**src/etbt_pkg.sv**
```systemverilog
// Shared constants for the E1 transmit backplane timing block.
// Assumes a 100 MHz core clock and a byte-wide register port.
package etbt_pkg;
  // ----------------------------------------
  // Register map, one page per link
  // ----------------------------------------
  localparam logic [9:0] LINK_PAGE_SIZE = 10'h100;
  localparam logic [7:0] OFF_REFCLK_CTRL = 8'h3E;
  localparam logic [7:0] OFF_LIU_IND = 8'h3F;
  localparam logic [7:0] OFF_FRM_IND = 8'h40;
  localparam logic [7:0] OFF_LINK_IND = 8'h41;
  localparam logic [7:0] OFF_TB_OPT = 8'h42;
  localparam logic [7:0] OFF_TB_MODE = 8'h43;
  localparam logic [7:0] OFF_TB_TIMESLOT_OFFSET = 8'h44;
  // Own choice: line status register with the loss flag
  localparam logic [7:0] OFF_LINE_STAT = 8'h36;
  // ----------------------------------------
  // Field positions
  // ----------------------------------------
  localparam int BIT_FRAME_TYPE = 0;
  localparam int BIT_FRAME_POL = 1;
  localparam int BIT_RATE_SEL = 2;
  localparam int BIT_FRAME_EDGE = 3;
  localparam int BIT_DATA_EDGE = 4;
  localparam int BIT_SUB_MODE = 0;
  localparam int BIT_MUX_MODE = 1;
  localparam int BIT_SHARED_CLK = 2;
  localparam int BIT_CRC_MF = 3;
  localparam int BIT_SIG_MF = 4;
  localparam int BIT_HOLD_LOS = 0;
  localparam int BIT_SYS_IRQ = 0;
  localparam int BIT_LOSS = 0;
  // ----------------------------------------
  // Reset values and frame geometry
  // ----------------------------------------
  localparam logic [7:0] RST_TB_OPT = 8'h00;
  localparam logic [7:0] RST_TB_MODE = 8'h00;
  localparam logic [7:0] RST_TB_TIMESLOT_OFFSET = 8'h00;
  localparam logic [7:0] RST_REFCLK_CTRL = 8'h00;
  localparam logic [7:0] BITS_PER_FRAME_M1 = 8'hFF;
  localparam logic [3:0] CRC_MF_FRAMES_M1 = 4'hF;
  localparam logic [3:0] SIG_MF_FRAMES_M1 = 4'hF;
  localparam logic [6:0] TIMESLOT_OFFSET_MAX_PLAIN = 7'h1F;
  // Master-mode clock divider: half period in core cycles
  localparam int CLK_NS = 10;
  localparam int TXCLK_HALF_NS = 240;
  localparam int TXCLK_HALF_CYC = TXCLK_HALF_NS / CLK_NS;
endpackage

```
**src/etbt_cfg_if.sv**
```systemverilog
// Configuration bundle from the register file to the bit timer.
// Assumes both ends sit on the same core clock.
`timescale 1ns/1ns
`default_nettype none
interface etbt_cfg_if;
  logic data_edge_select;
  logic frame_edge_select;
  logic clock_rate_select;
  logic frame_polarity;
  logic frame_type;
  logic tx_sub_mode;
  logic mux_mode;
  logic crc_mf;
  logic sig_mf;
  logic [6:0] timeslot_offset;
  logic irq_pending;
  modport regs (output data_edge_select, frame_edge_select, clock_rate_select,
    frame_polarity, frame_type, tx_sub_mode, mux_mode, crc_mf, sig_mf,
    timeslot_offset, input irq_pending);
  modport timer (input data_edge_select, frame_edge_select, clock_rate_select,
    frame_polarity, frame_type, tx_sub_mode, mux_mode, crc_mf, sig_mf,
    timeslot_offset, output irq_pending);
endinterface
`default_nettype wire

```
**src/etbt_sync.sv**
```systemverilog
// Three-stage pin synchroniser with agreement filter.
// Assumes an asynchronous input; output changes once stages two and three agree.
`timescale 1ns/1ns
`default_nettype none
module etbt_sync (
  input wire logic clk,
  input wire logic rst_n,
  input wire logic din,
  output logic dout
);
  logic s1;
  logic s2;
  logic s3;
  // ----------------------------------------
  // Stages
  // ----------------------------------------
  // Only s2 reads s1, keeping metastability away from logic
  always_ff @(posedge clk or negedge rst_n) begin
    if (!rst_n) begin
      s1 <= 1'b0;
      s2 <= 1'b0;
      s3 <= 1'b0;
      dout <= 1'b0;
    end else begin
      s1 <= din;
      s2 <= s1;
      s3 <= s2;
      if (s2 == s3) begin
        dout <= s3;
      end
    end
  end
endmodule
`default_nettype wire

```
**src/etbt_top.sv**
```systemverilog
// E1 transmit backplane timing for one link: registers, clock edge
// detection, frame pulse handling and timeslot-aligned bit sampling.
// Assumes the system clock, frame pulse and data are asynchronous pins
// and a much slower link clock (at least four core cycles per half period).
//
// The strobed register port was chosen for this implementation.
`timescale 1ns/1ns
`default_nettype none
//Contract
// - Link copies at 0x100-spaced page offsets
// - Data edge select: 0 falling, 1 rising
// - Frame edge select: 0 falling, 1 rising
// - Rate select 1 means double-speed clock
// - Frame polarity 0 high, 1 low
// - Frame type 0 marks basic frames
// - Frame type 1 marks multiframes, combined form
// - Mux multiframe marking follows first link; code has no cross-link marking, each link keeps its own frame count
// - Master sub-mode: device makes clock, pulse; code drives neither while mux mode is set
// - Timeslot offset separates pulse and frame
// - Signaling aligned per timeslot with data
// - Indication bit shows pending system irq
// - On loss, refclk master or high
// - Loss comes from line loss flag
module etbt_top
  import etbt_pkg::*;
#(
  parameter logic [1:0] LINK_ID = 2'h0
) (
  input wire logic CLK,
  input wire logic ARST_N,
  input wire logic [9:0] ADDR,
  input wire logic [7:0] WDATA,
  input wire logic WR,
  input wire logic RD,
  output logic [7:0] RDATA,
  input wire logic TX_SYS_CLOCK_IN,
  output logic TX_SYS_CLOCK_OUT,
  output logic TX_SYS_CLOCK_OE_N,
  input wire logic TX_SYS_FRAME_PULSE_IN,
  output logic TX_SYS_FRAME_PULSE_OUT,
  output logic TX_SYS_FRAME_PULSE_OE_N,
  input wire logic TX_SYS_SERIAL_IN,
  input wire logic TX_SYS_SIGNALING_IN,
  input wire logic SIGNAL_LOSS_FLAG,
  input wire logic MASTER_CLOCK,
  input wire logic [7:0] FRAMER_IRQ,
  input wire logic [6:0] LINK_IRQ,
  input wire logic LIU_IRQ,
  input wire logic RX_SYS_IRQ,
  output logic REF_CLOCK_OUT_A,
  output logic REF_CLOCK_OUT_B,
  output logic TX_DATA_BIT,
  output logic TX_SIG_BIT,
  output logic TX_BIT_VALID,
  output logic [4:0] TX_TIMESLOT,
  output logic [2:0] TX_BIT_IN_SLOT,
  output logic TX_FRAME_START
);
  // ----------------------------------------
  // Reset release
  // ----------------------------------------
  logic rst_a;
  logic rst_n;
  always_ff @(posedge CLK or negedge ARST_N) begin
    if (!ARST_N) begin
      rst_a <= 1'b0;
      rst_n <= 1'b0;
    end else begin
      rst_a <= 1'b1;
      rst_n <= rst_a;
    end
  end

  // ----------------------------------------
  // Register file
  // ----------------------------------------
  etbt_cfg_if cfg ();
  logic [7:0] opt_reg;
  logic [7:0] mode_reg;
  logic [7:0] timeslot_offset_reg;
  logic [7:0] ref_reg;
  logic loss_s;
  logic mclk_s;
  // Page must match this link; offset picks the register
  wire page_hit = (ADDR[9:8] == LINK_ID);
  wire [7:0] offs = ADDR[7:0];
  wire wr_opt = WR && page_hit && (offs == OFF_TB_OPT);
  wire wr_mode = WR && page_hit && (offs == OFF_TB_MODE);
  wire wr_timeslot_offset = WR && page_hit && (offs == OFF_TB_TIMESLOT_OFFSET);
  wire wr_ref = WR && page_hit && (offs == OFF_REFCLK_CTRL);
  always_ff @(posedge CLK or negedge rst_n) begin
    if (!rst_n) begin
      opt_reg <= RST_TB_OPT;
      mode_reg <= RST_TB_MODE;
      timeslot_offset_reg <= RST_TB_TIMESLOT_OFFSET;
      ref_reg <= RST_REFCLK_CTRL;
    end else begin
      if (wr_opt) opt_reg <= {3'h0, WDATA[4:0]};
      if (wr_mode) mode_reg <= {3'h0, WDATA[4:0]};
      if (wr_timeslot_offset) timeslot_offset_reg <= {1'b0, WDATA[6:0]};
      if (wr_ref) ref_reg <= {7'h00, WDATA[0]};
    end
  end

  // Field split; range of the offset is software's duty
  assign cfg.data_edge_select = opt_reg[BIT_DATA_EDGE];
  assign cfg.frame_edge_select = opt_reg[BIT_FRAME_EDGE];
  assign cfg.clock_rate_select = opt_reg[BIT_RATE_SEL];
  assign cfg.frame_polarity = opt_reg[BIT_FRAME_POL];
  assign cfg.frame_type = opt_reg[BIT_FRAME_TYPE];
  assign cfg.tx_sub_mode = mode_reg[BIT_SUB_MODE];
  assign cfg.mux_mode = mode_reg[BIT_MUX_MODE];
  assign cfg.crc_mf = mode_reg[BIT_CRC_MF];
  assign cfg.sig_mf = mode_reg[BIT_SIG_MF];
  assign cfg.timeslot_offset = timeslot_offset_reg[6:0];

  // Read mux; unmapped offsets and foreign pages read zero
  logic sys_irq;
  wire [7:0] link_ind = {LINK_IRQ, sys_irq};
  logic [7:0] next_rdata;
  always_comb begin
    next_rdata = 8'h00;
    if (RD && page_hit) begin
      case (offs)
        OFF_REFCLK_CTRL: next_rdata = ref_reg;
        OFF_LIU_IND: next_rdata = {7'h00, LIU_IRQ};
        OFF_FRM_IND: next_rdata = {2'h0, FRAMER_IRQ[5:0]};
        OFF_LINK_IND: next_rdata = link_ind;
        OFF_TB_OPT: next_rdata = opt_reg;
        OFF_TB_MODE: next_rdata = mode_reg;
        OFF_TB_TIMESLOT_OFFSET: next_rdata = timeslot_offset_reg;
        OFF_LINE_STAT: next_rdata = {7'h00, loss_s};
        default: next_rdata = 8'h00;
      endcase
    end
  end
  always_ff @(posedge CLK or negedge rst_n) begin
    if (!rst_n) RDATA <= 8'h00;
    else RDATA <= next_rdata;
  end

  // ----------------------------------------
  // Pin synchronisers
  // ----------------------------------------
  logic clk_pin_s;
  logic fp_pin_s;
  logic sd_s;
  logic sig_s;
  etbt_sync u_sync_clk (.clk(CLK), .rst_n(rst_n), .din(TX_SYS_CLOCK_IN), .dout(clk_pin_s));
  etbt_sync u_sync_fp (.clk(CLK), .rst_n(rst_n), .din(TX_SYS_FRAME_PULSE_IN), .dout(fp_pin_s));
  etbt_sync u_sync_sd (.clk(CLK), .rst_n(rst_n), .din(TX_SYS_SERIAL_IN), .dout(sd_s));
  etbt_sync u_sync_sig (.clk(CLK), .rst_n(rst_n), .din(TX_SYS_SIGNALING_IN), .dout(sig_s));
  etbt_sync u_sync_los (.clk(CLK), .rst_n(rst_n), .din(SIGNAL_LOSS_FLAG), .dout(loss_s));
  etbt_sync u_sync_mclk (.clk(CLK), .rst_n(rst_n), .din(MASTER_CLOCK), .dout(mclk_s));

  // ----------------------------------------
  // Bit timer on the chosen link clock edges
  // ----------------------------------------
  logic own_clk;
  logic own_fp;
  logic own_fp_oe;
  etbt_timer u_timer (
    .clk(CLK),
    .rst_n(rst_n),
    .cfg(cfg.timer),
    .link_clk_pin(clk_pin_s),
    .frame_pin(fp_pin_s),
    .data_pin(sd_s),
    .sig_pin(sig_s),
    .rx_irq(RX_SYS_IRQ),
    .own_clk(own_clk),
    .own_fp(own_fp),
    .own_fp_drive(own_fp_oe),
    .data_bit(TX_DATA_BIT),
    .sig_bit(TX_SIG_BIT),
    .bit_valid(TX_BIT_VALID),
    .timeslot(TX_TIMESLOT),
    .bit_in_slot(TX_BIT_IN_SLOT),
    .frame_start(TX_FRAME_START)
  );
  assign sys_irq = cfg.irq_pending;

  // ----------------------------------------
  // Pin drivers and reference clock outputs
  // ----------------------------------------
  // Master sub-mode outside mux mode drives clock and pulse out
  wire drive_clk = !cfg.tx_sub_mode && !cfg.mux_mode;
  wire ref_level = (loss_s && ref_reg[BIT_HOLD_LOS]) ? 1'b1 : mclk_s;
  always_ff @(posedge CLK or negedge rst_n) begin
    if (!rst_n) begin
      TX_SYS_CLOCK_OUT <= 1'b0;
      TX_SYS_CLOCK_OE_N <= 1'b1;
      TX_SYS_FRAME_PULSE_OUT <= 1'b0;
      TX_SYS_FRAME_PULSE_OE_N <= 1'b1;
      REF_CLOCK_OUT_A <= 1'b0;
      REF_CLOCK_OUT_B <= 1'b0;
    end else begin
      TX_SYS_CLOCK_OUT <= own_clk;
      TX_SYS_CLOCK_OE_N <= !drive_clk;
      TX_SYS_FRAME_PULSE_OUT <= own_fp;
      TX_SYS_FRAME_PULSE_OE_N <= !(drive_clk && own_fp_oe);
      REF_CLOCK_OUT_A <= ref_level;
      REF_CLOCK_OUT_B <= ref_level;
    end
  end

  // ----------------------------------------
  // Checks
  // ----------------------------------------
  ref_hold_a: assert property (@(posedge CLK) disable iff (!rst_n)
    (loss_s && ref_reg[BIT_HOLD_LOS]) |=> REF_CLOCK_OUT_A)
    else $error("reference clock not held high on loss");
  ref_pass_a: assert property (@(posedge CLK) disable iff (!rst_n)
    !loss_s |=> (REF_CLOCK_OUT_B == $past(mclk_s)))
    else $error("reference clock not following master clock");
  irq_ind_a: assert property (@(posedge CLK) disable iff (!rst_n)
    (RD && page_hit && offs == OFF_LINK_IND) |=> (RDATA[0] == $past(sys_irq)))
    else $error("system interface indication wrong");
  page_sel_a: assert property (@(posedge CLK) disable iff (!rst_n)
    (WR && !page_hit) |=> $stable(opt_reg))
    else $error("foreign page write changed options");
  clk_drive_a: assert property (@(posedge CLK) disable iff (!rst_n)
    (!cfg.tx_sub_mode && !cfg.mux_mode) |=> !TX_SYS_CLOCK_OE_N)
    else $error("master mode did not drive clock");
  slave_hiz_a: assert property (@(posedge CLK) disable iff (!rst_n)
    cfg.tx_sub_mode |=> (TX_SYS_CLOCK_OE_N && TX_SYS_FRAME_PULSE_OE_N))
    else $error("slave mode drove clock or pulse");
endmodule
`default_nettype wire

```
**src/etbt_timer.sv**
```systemverilog
// Link clock edge detection, frame pulse decode, bit and timeslot counting.
// Assumes synchronised pins on the core clock.
`timescale 1ns/1ns
`default_nettype none
module etbt_timer
  import etbt_pkg::*;
(
  input wire logic clk,
  input wire logic rst_n,
  etbt_cfg_if.timer cfg,
  input wire logic link_clk_pin,
  input wire logic frame_pin,
  input wire logic data_pin,
  input wire logic sig_pin,
  input wire logic rx_irq,
  output logic own_clk,
  output logic own_fp,
  output logic own_fp_drive,
  output logic data_bit,
  output logic sig_bit,
  output logic bit_valid,
  output logic [4:0] timeslot,
  output logic [2:0] bit_in_slot,
  output logic frame_start
);
  // ----------------------------------------
  // Clock source: own divider or the pin
  // ----------------------------------------
  logic [7:0] div_cnt;
  logic clk_prev;
  always_ff @(posedge clk or negedge rst_n) begin
    if (!rst_n) begin
      div_cnt <= 8'h00;
      own_clk <= 1'b0;
    end else if (div_cnt == 8'(TXCLK_HALF_CYC - 1)) begin
      div_cnt <= 8'h00;
      own_clk <= !own_clk;
    end else begin
      div_cnt <= div_cnt + 8'h01;
    end
  end
  wire master = !cfg.tx_sub_mode && !cfg.mux_mode;
  wire lclk = master ? own_clk : link_clk_pin;
  wire rise = lclk && !clk_prev;
  wire fall = !lclk && clk_prev;
  wire data_edge = cfg.data_edge_select ? rise : fall;
  wire frame_edge = cfg.frame_edge_select ? rise : fall;

  // ----------------------------------------
  // Frame pulse decode
  // ----------------------------------------
  logic fp_prev;
  logic half;
  wire fp_act = frame_pin ^ cfg.frame_polarity;
  // Only the asserting edge is a start, so a pulse held over both
  // edges of a double-speed bit, or a combined multiframe level, loads once
  wire fp_seen = frame_edge && fp_act && !fp_prev;
  // Double speed takes every second edge; the pulse edge is the first
  wire bit_tick = data_edge && (!cfg.clock_rate_select || (half && !fp_seen));

  // ----------------------------------------
  // Bit position counter
  // ----------------------------------------
  logic [7:0] bitpos;
  logic [3:0] frame_no;
  logic [7:0] start_pos;
  logic synced;
  // Pulse leads the frame by the offset in timeslots
  assign start_pos = 8'h00 - {cfg.timeslot_offset[4:0], 3'h0};
  // The bit that carries the pulse already sits at the loaded position
  wire [7:0] cur_pos = fp_seen ? start_pos : bitpos;
  always_ff @(posedge clk or negedge rst_n) begin
    if (!rst_n) begin
      clk_prev <= 1'b0;
      fp_prev <= 1'b0;
      half <= 1'b0;
      bitpos <= 8'h00;
      frame_no <= 4'h0;
      synced <= 1'b0;
    end else begin
      clk_prev <= lclk;
      if (frame_edge) fp_prev <= fp_act;
      if (fp_seen) begin
        bitpos <= cfg.clock_rate_select ? start_pos : start_pos + 8'h01;
        half <= cfg.clock_rate_select;
        frame_no <= 4'h0;
        synced <= 1'b1;
      end else if (data_edge) begin
        half <= cfg.clock_rate_select ? !half : 1'b0;
        if (bit_tick) begin
          bitpos <= bitpos + 8'h01;
          if (bitpos == BITS_PER_FRAME_M1) frame_no <= frame_no + 4'h1;
        end
      end
    end
  end

  // ----------------------------------------
  // Sampled outputs
  // ----------------------------------------
  always_ff @(posedge clk or negedge rst_n) begin
    if (!rst_n) begin
      data_bit <= 1'b0;
      sig_bit <= 1'b0;
      bit_valid <= 1'b0;
      timeslot <= 5'h00;
      bit_in_slot <= 3'h0;
      frame_start <= 1'b0;
      own_fp <= 1'b0;
      own_fp_drive <= 1'b0;
    end else begin
      bit_valid <= bit_tick && (synced || fp_seen);
      frame_start <= bit_tick && (synced || fp_seen) && (cur_pos == 8'h00);
      if (bit_tick) begin
        data_bit <= data_pin;
        sig_bit <= sig_pin;
        timeslot <= cur_pos[7:3];
        bit_in_slot <= cur_pos[2:0];
      end
      own_fp_drive <= master;
      // Master pulse at frame bit 0, or multiframe start with frame type
      if (frame_edge) own_fp <= cfg.frame_polarity ^ ((bitpos == 8'h00) &&
        (!cfg.frame_type || frame_no == 4'h0));
    end
  end
  always_ff @(posedge clk or negedge rst_n) begin
    if (!rst_n) cfg.irq_pending <= 1'b0;
    else cfg.irq_pending <= rx_irq;
  end

  slot_step_a: assert property (@(posedge clk) disable iff (!rst_n)
    (data_edge && cfg.clock_rate_select && !half && !fp_seen) |=> $stable(bitpos))
    else $error("double speed advanced on first edge");
  pulse_load_a: assert property (@(posedge clk) disable iff (!rst_n)
    fp_seen |=> (bitpos == $past(start_pos + {7'h00, !cfg.clock_rate_select})))
    else $error("pulse did not load offset position");
endmodule
`default_nettype wire

```
**config.mk**
```make
export PLATFORM = sky130hd
export DESIGN_NAME = etbt_top
export DESIGN_NICKNAME = d
export VERILOG_FILES = /design/src/etbt_pkg.sv /design/src/etbt_cfg_if.sv /design/src/etbt_sync.sv /design/src/etbt_top.sv /design/src/etbt_timer.sv
export SDC_FILE = /design/constraint.sdc
export NUM_CORES = 1
export LEC_CHECK = 0
export BUFFER_PORTS_ARGS = -buffer_cell sky130_fd_sc_hd__buf_2
export CAP_MARGIN = 20
export CORE_ASPECT_RATIO = 1.1
export CORE_MARGIN = 2
export CORE_UTILIZATION = 51
export DETAILED_ROUTE_END_ITERATION = 10
export PLACE_DENSITY = 0.76
export SLEW_MARGIN = 30
export SYNTH_ARGS = -nofsm -noshare
export SYNTH_HDL_FRONTEND = slang
export SYNTH_SLANG_ARGS = --single-unit
export TNS_END_PERCENT = 20
```
**constraint.sdc**
```tcl
create_clock -name CLK -period 3 [get_ports CLK]
set_clock_uncertainty 0.15 [all_clocks]
set_input_delay 0.45 -clock CLK [delete_from_list [all_inputs] [get_ports CLK]]
set_output_delay 0.45 -clock CLK [all_outputs]
set_load 0.05 [all_outputs]
```
==> impl_metrics.ini <==
[critical_path]
cp.arrival_ps = 2760
cp_top_family = simple AND/OR/NAND/NOR gates
cp.required_ps = 3100
crit_chain = nor3b_1 > nor4_1 > or2_2 > a21boi_2 > mux2_2
cp_num_buf_inv = 0
critPathSlowestCell = a21boi_2
critPathKind = register to register
setup.worst_path.end_class = register
crit_fanout = 14
slowest_delay_ps = 520
crit_path_start_kind = register

[routing]
wl_um = 8170
vias = 2974
drc = 0
via_per_inst = 5.45
drtPass1Iterations = 4
drt_iter0_drc = 190
ant_nets = 0
routedWlPerCell_um = 15.0

[floorplan]
die_h_um = 100
num_rows = 35
start_util_pct = 51.9
die_w_um = 91.5
io_pins = 71
core_area_um2 = 8280
fp.dieArea_um2 = 9180

[synthesis]
netlist_instances = 360
ys_seq_area_share_pct = 56.6
ys_types = 57
synthesis.area_um2 = 4300
synth_warnings = 0
synth_top_area_share_pct = 55.3
syn_nets = 411
synth-async-reset-ratio_pct = 100
synth_area_leaders = dfrtp_1, mux2_2, xnor2_1
synth_edf_count = 0
synth_common_cells = dfrtp_1, mux2_2, nor2_1
synth.most_common_cell = dfrtp_1
ys.flop_type = dfrtp_1
postSynthAreaPerCell_um2 = 11.9
synth_top_cell_by_area = dfrtp_1
synth-seq-cells = 97

[cells_and_area]
diodes = 0
area_delta_synth_final_pct = 15.2
reg_top3 = RDATA: 8 flops, u_timer.bitpos: 8 flops, u_timer.div_cnt: 8 flops
drive_above_1_share_pct = 30.3
fillers = 660
nNetsFinal = 481

[global_route]
met2_usage_pct = 31.4
grt_pass1_wl_um = 13800
grt.busiest_layer = met2
grtUsageMet3_pct = 2.85
grt_util_all_layers_pct = 18.9
grt_max_degree = 57
antenna_found_initial = 0
grt_pass1_vias = 2957
grt.overflow.total = 0
grt_use_met1_pct = 24.5

[sta]
finalCriticalPeriod_ps = 2660
period_share_pct = 88.7
slew-limit-headroom_pct = 42.1
drv_slew = 0
setup_ws_ps = 339
rsz0062_at_grt = false
fmax_ghz = 0.376
fin_tns_setup_ps = 0
final_hold_viol_count = 0
setup_violations = 0
tightest_slew_ps = 861

[clocking]
post_cts_resized = 0
clkTransAtPathRegs_ps = 100
clockRootBuffer = clkbuf_8
cts-buffers-inserted = 9
htreeDepth = 3
worst_skew_pair.late_latency_ps = 360
max-clock-path-buffers = 2
clock_sinks = 97
post_cts_buffers = 0
cts_tree = done

[worst_hold_path]
hp-class = input pin to register

[power_and_ir_drop]
combPwrFrac_pct = 19.7
ir_worst_vdd_v = 0.000331
p_seq_share_pct = 53.2
p_per_area_nw_per_um2 = 574
p_leak_nw = 2.35
p_sw_uw = 914
total_power_mw = 2.84
netSwitchingFraction_pct = 32.2
clockPowerShare_pct = 27.2
p_int_mw = 1.93

[place]
dp_slack_ps = 342
place_congestion = 0.904
hpwlAfterDp_um = 5920
port_buffers = 67

[run_status]
run_status = complete, no violations

[flow_run]
cap_violations = 0
-- layout by cell type, fill, tap and decap left out, types with 5 or more instances in the layout --
| master | instances |
|---|---|
| clkbuf_8 | 9 |
| nand3_1 | 19 |
| nor4_1 | 6 |
| a22oi_1 | 5 |
| dfrtp_1 | 94 |
| xnor2_1 | 15 |
| a21oi_1 | 13 |
| and3_1 | 8 |
| nand2_1 | 17 |
| inv_1 | 16 |
| buf_2 | 67 |
| nor2_1 | 22 |
| mux2_2 | 30 |
| o21ai_0 | 15 |
| ha_1 | 6 |
| nand2b_1 | 6 |
| maj3_1 | 6 |
-- per-layer routing --
| metal | share of wire (%) | vias to the layer above | wire length (um) |
|---|---|---|---|
| li1 | - | 1425 | - |
| met1 | 44 | 1482 | 3600 |
| met2 | 51 | 50 | 4160 |
| met3 | 2.9 | 17 | 238 |
| met4 | 2.1 | 0 | 172 |
| met5 | 0 | - | 0 |
-- path summary, 6_finish.rpt --
check	from	to	slack [ps]	cells past startpoint
max	mode_reg[1]	u_timer.timeslot[4]	340	5
min	TX_SYS_SERIAL_IN	u_sync_sd.s1	40	1
max reg2reg	mode_reg[1]	u_timer.timeslot[4]	340	5
min reg2reg	rst_n	u_timer.own_fp	160	0
max in group asynchronous	rst_n	TX_SYS_FRAME_PULSE_OE_N	1830	1
min in group asynchronous	rst_n	u_timer.own_fp	160	0
-- cell families after synthesis --
kind of cell	after synthesis	share of synthesized area, %
multiplexers	38	11.0
AO/OA/AOI/OAI	59	9.55
XOR/XNOR	18	3.67
buffers and inverters	30	2.85
AND/OR/NAND/NOR	105	13.2
other	1	0.0873
flip-flops	97	56.6
adder cells (fa/ha/maj)	12	3.15
-- per-stage QoR --
step	instance area [um2]	instances	util, %	hold slack [ps]
after detailed placement	4760	529	57.5	89.5
after global routing	4950	546	59.8	25.9
after global placement	4760	529	57.5	86.0
after CTS	4950	546	59.8	24.6
after floorplan	4300	360	-	4.41
final	4950	546	59.8	37.3
-- final cells by class --
type                    instances  area, um2  share of cell area [%]
flip-flops and latches         97       2430                    49.2
clock buffers                   9        124                    2.50
inverters                      16       60.1                    1.21
multi-input cells             233       1740                    35.2
clock inverters                 7       53.8                    1.09
repair buffers                 73        395                    7.99
well taps                     111        139                    2.81
-- power by group through the flow --
stage / clock network [mW] / registers (mW) / logic, mW
after global routing: 0.835 / 1.53 / 0.613
after CTS: 0.790 / 1.51 / 0.563
after global placement: 0 / 1.53 / 0.549
final: 0.772 / 1.51 / 0.558
after floorplan: 0 / 1.65 / 0.293
after detailed placement: 0 / 1.54 / 0.559
-- worst reg2reg max path: stages (launching register included) --
cell      delay, ps
dfrtp_1         450
nor3b_1         410
nor4_1          160
or2_2           460
a21boi_2        520
mux2_2          410
-- repair_timing --
action,4_1_cts,5_1_grt
hold buffers,1,0
hold endpoints to repair,2,0
setup endpoints to repair,0,0
(Power assumes the default switching activity.)
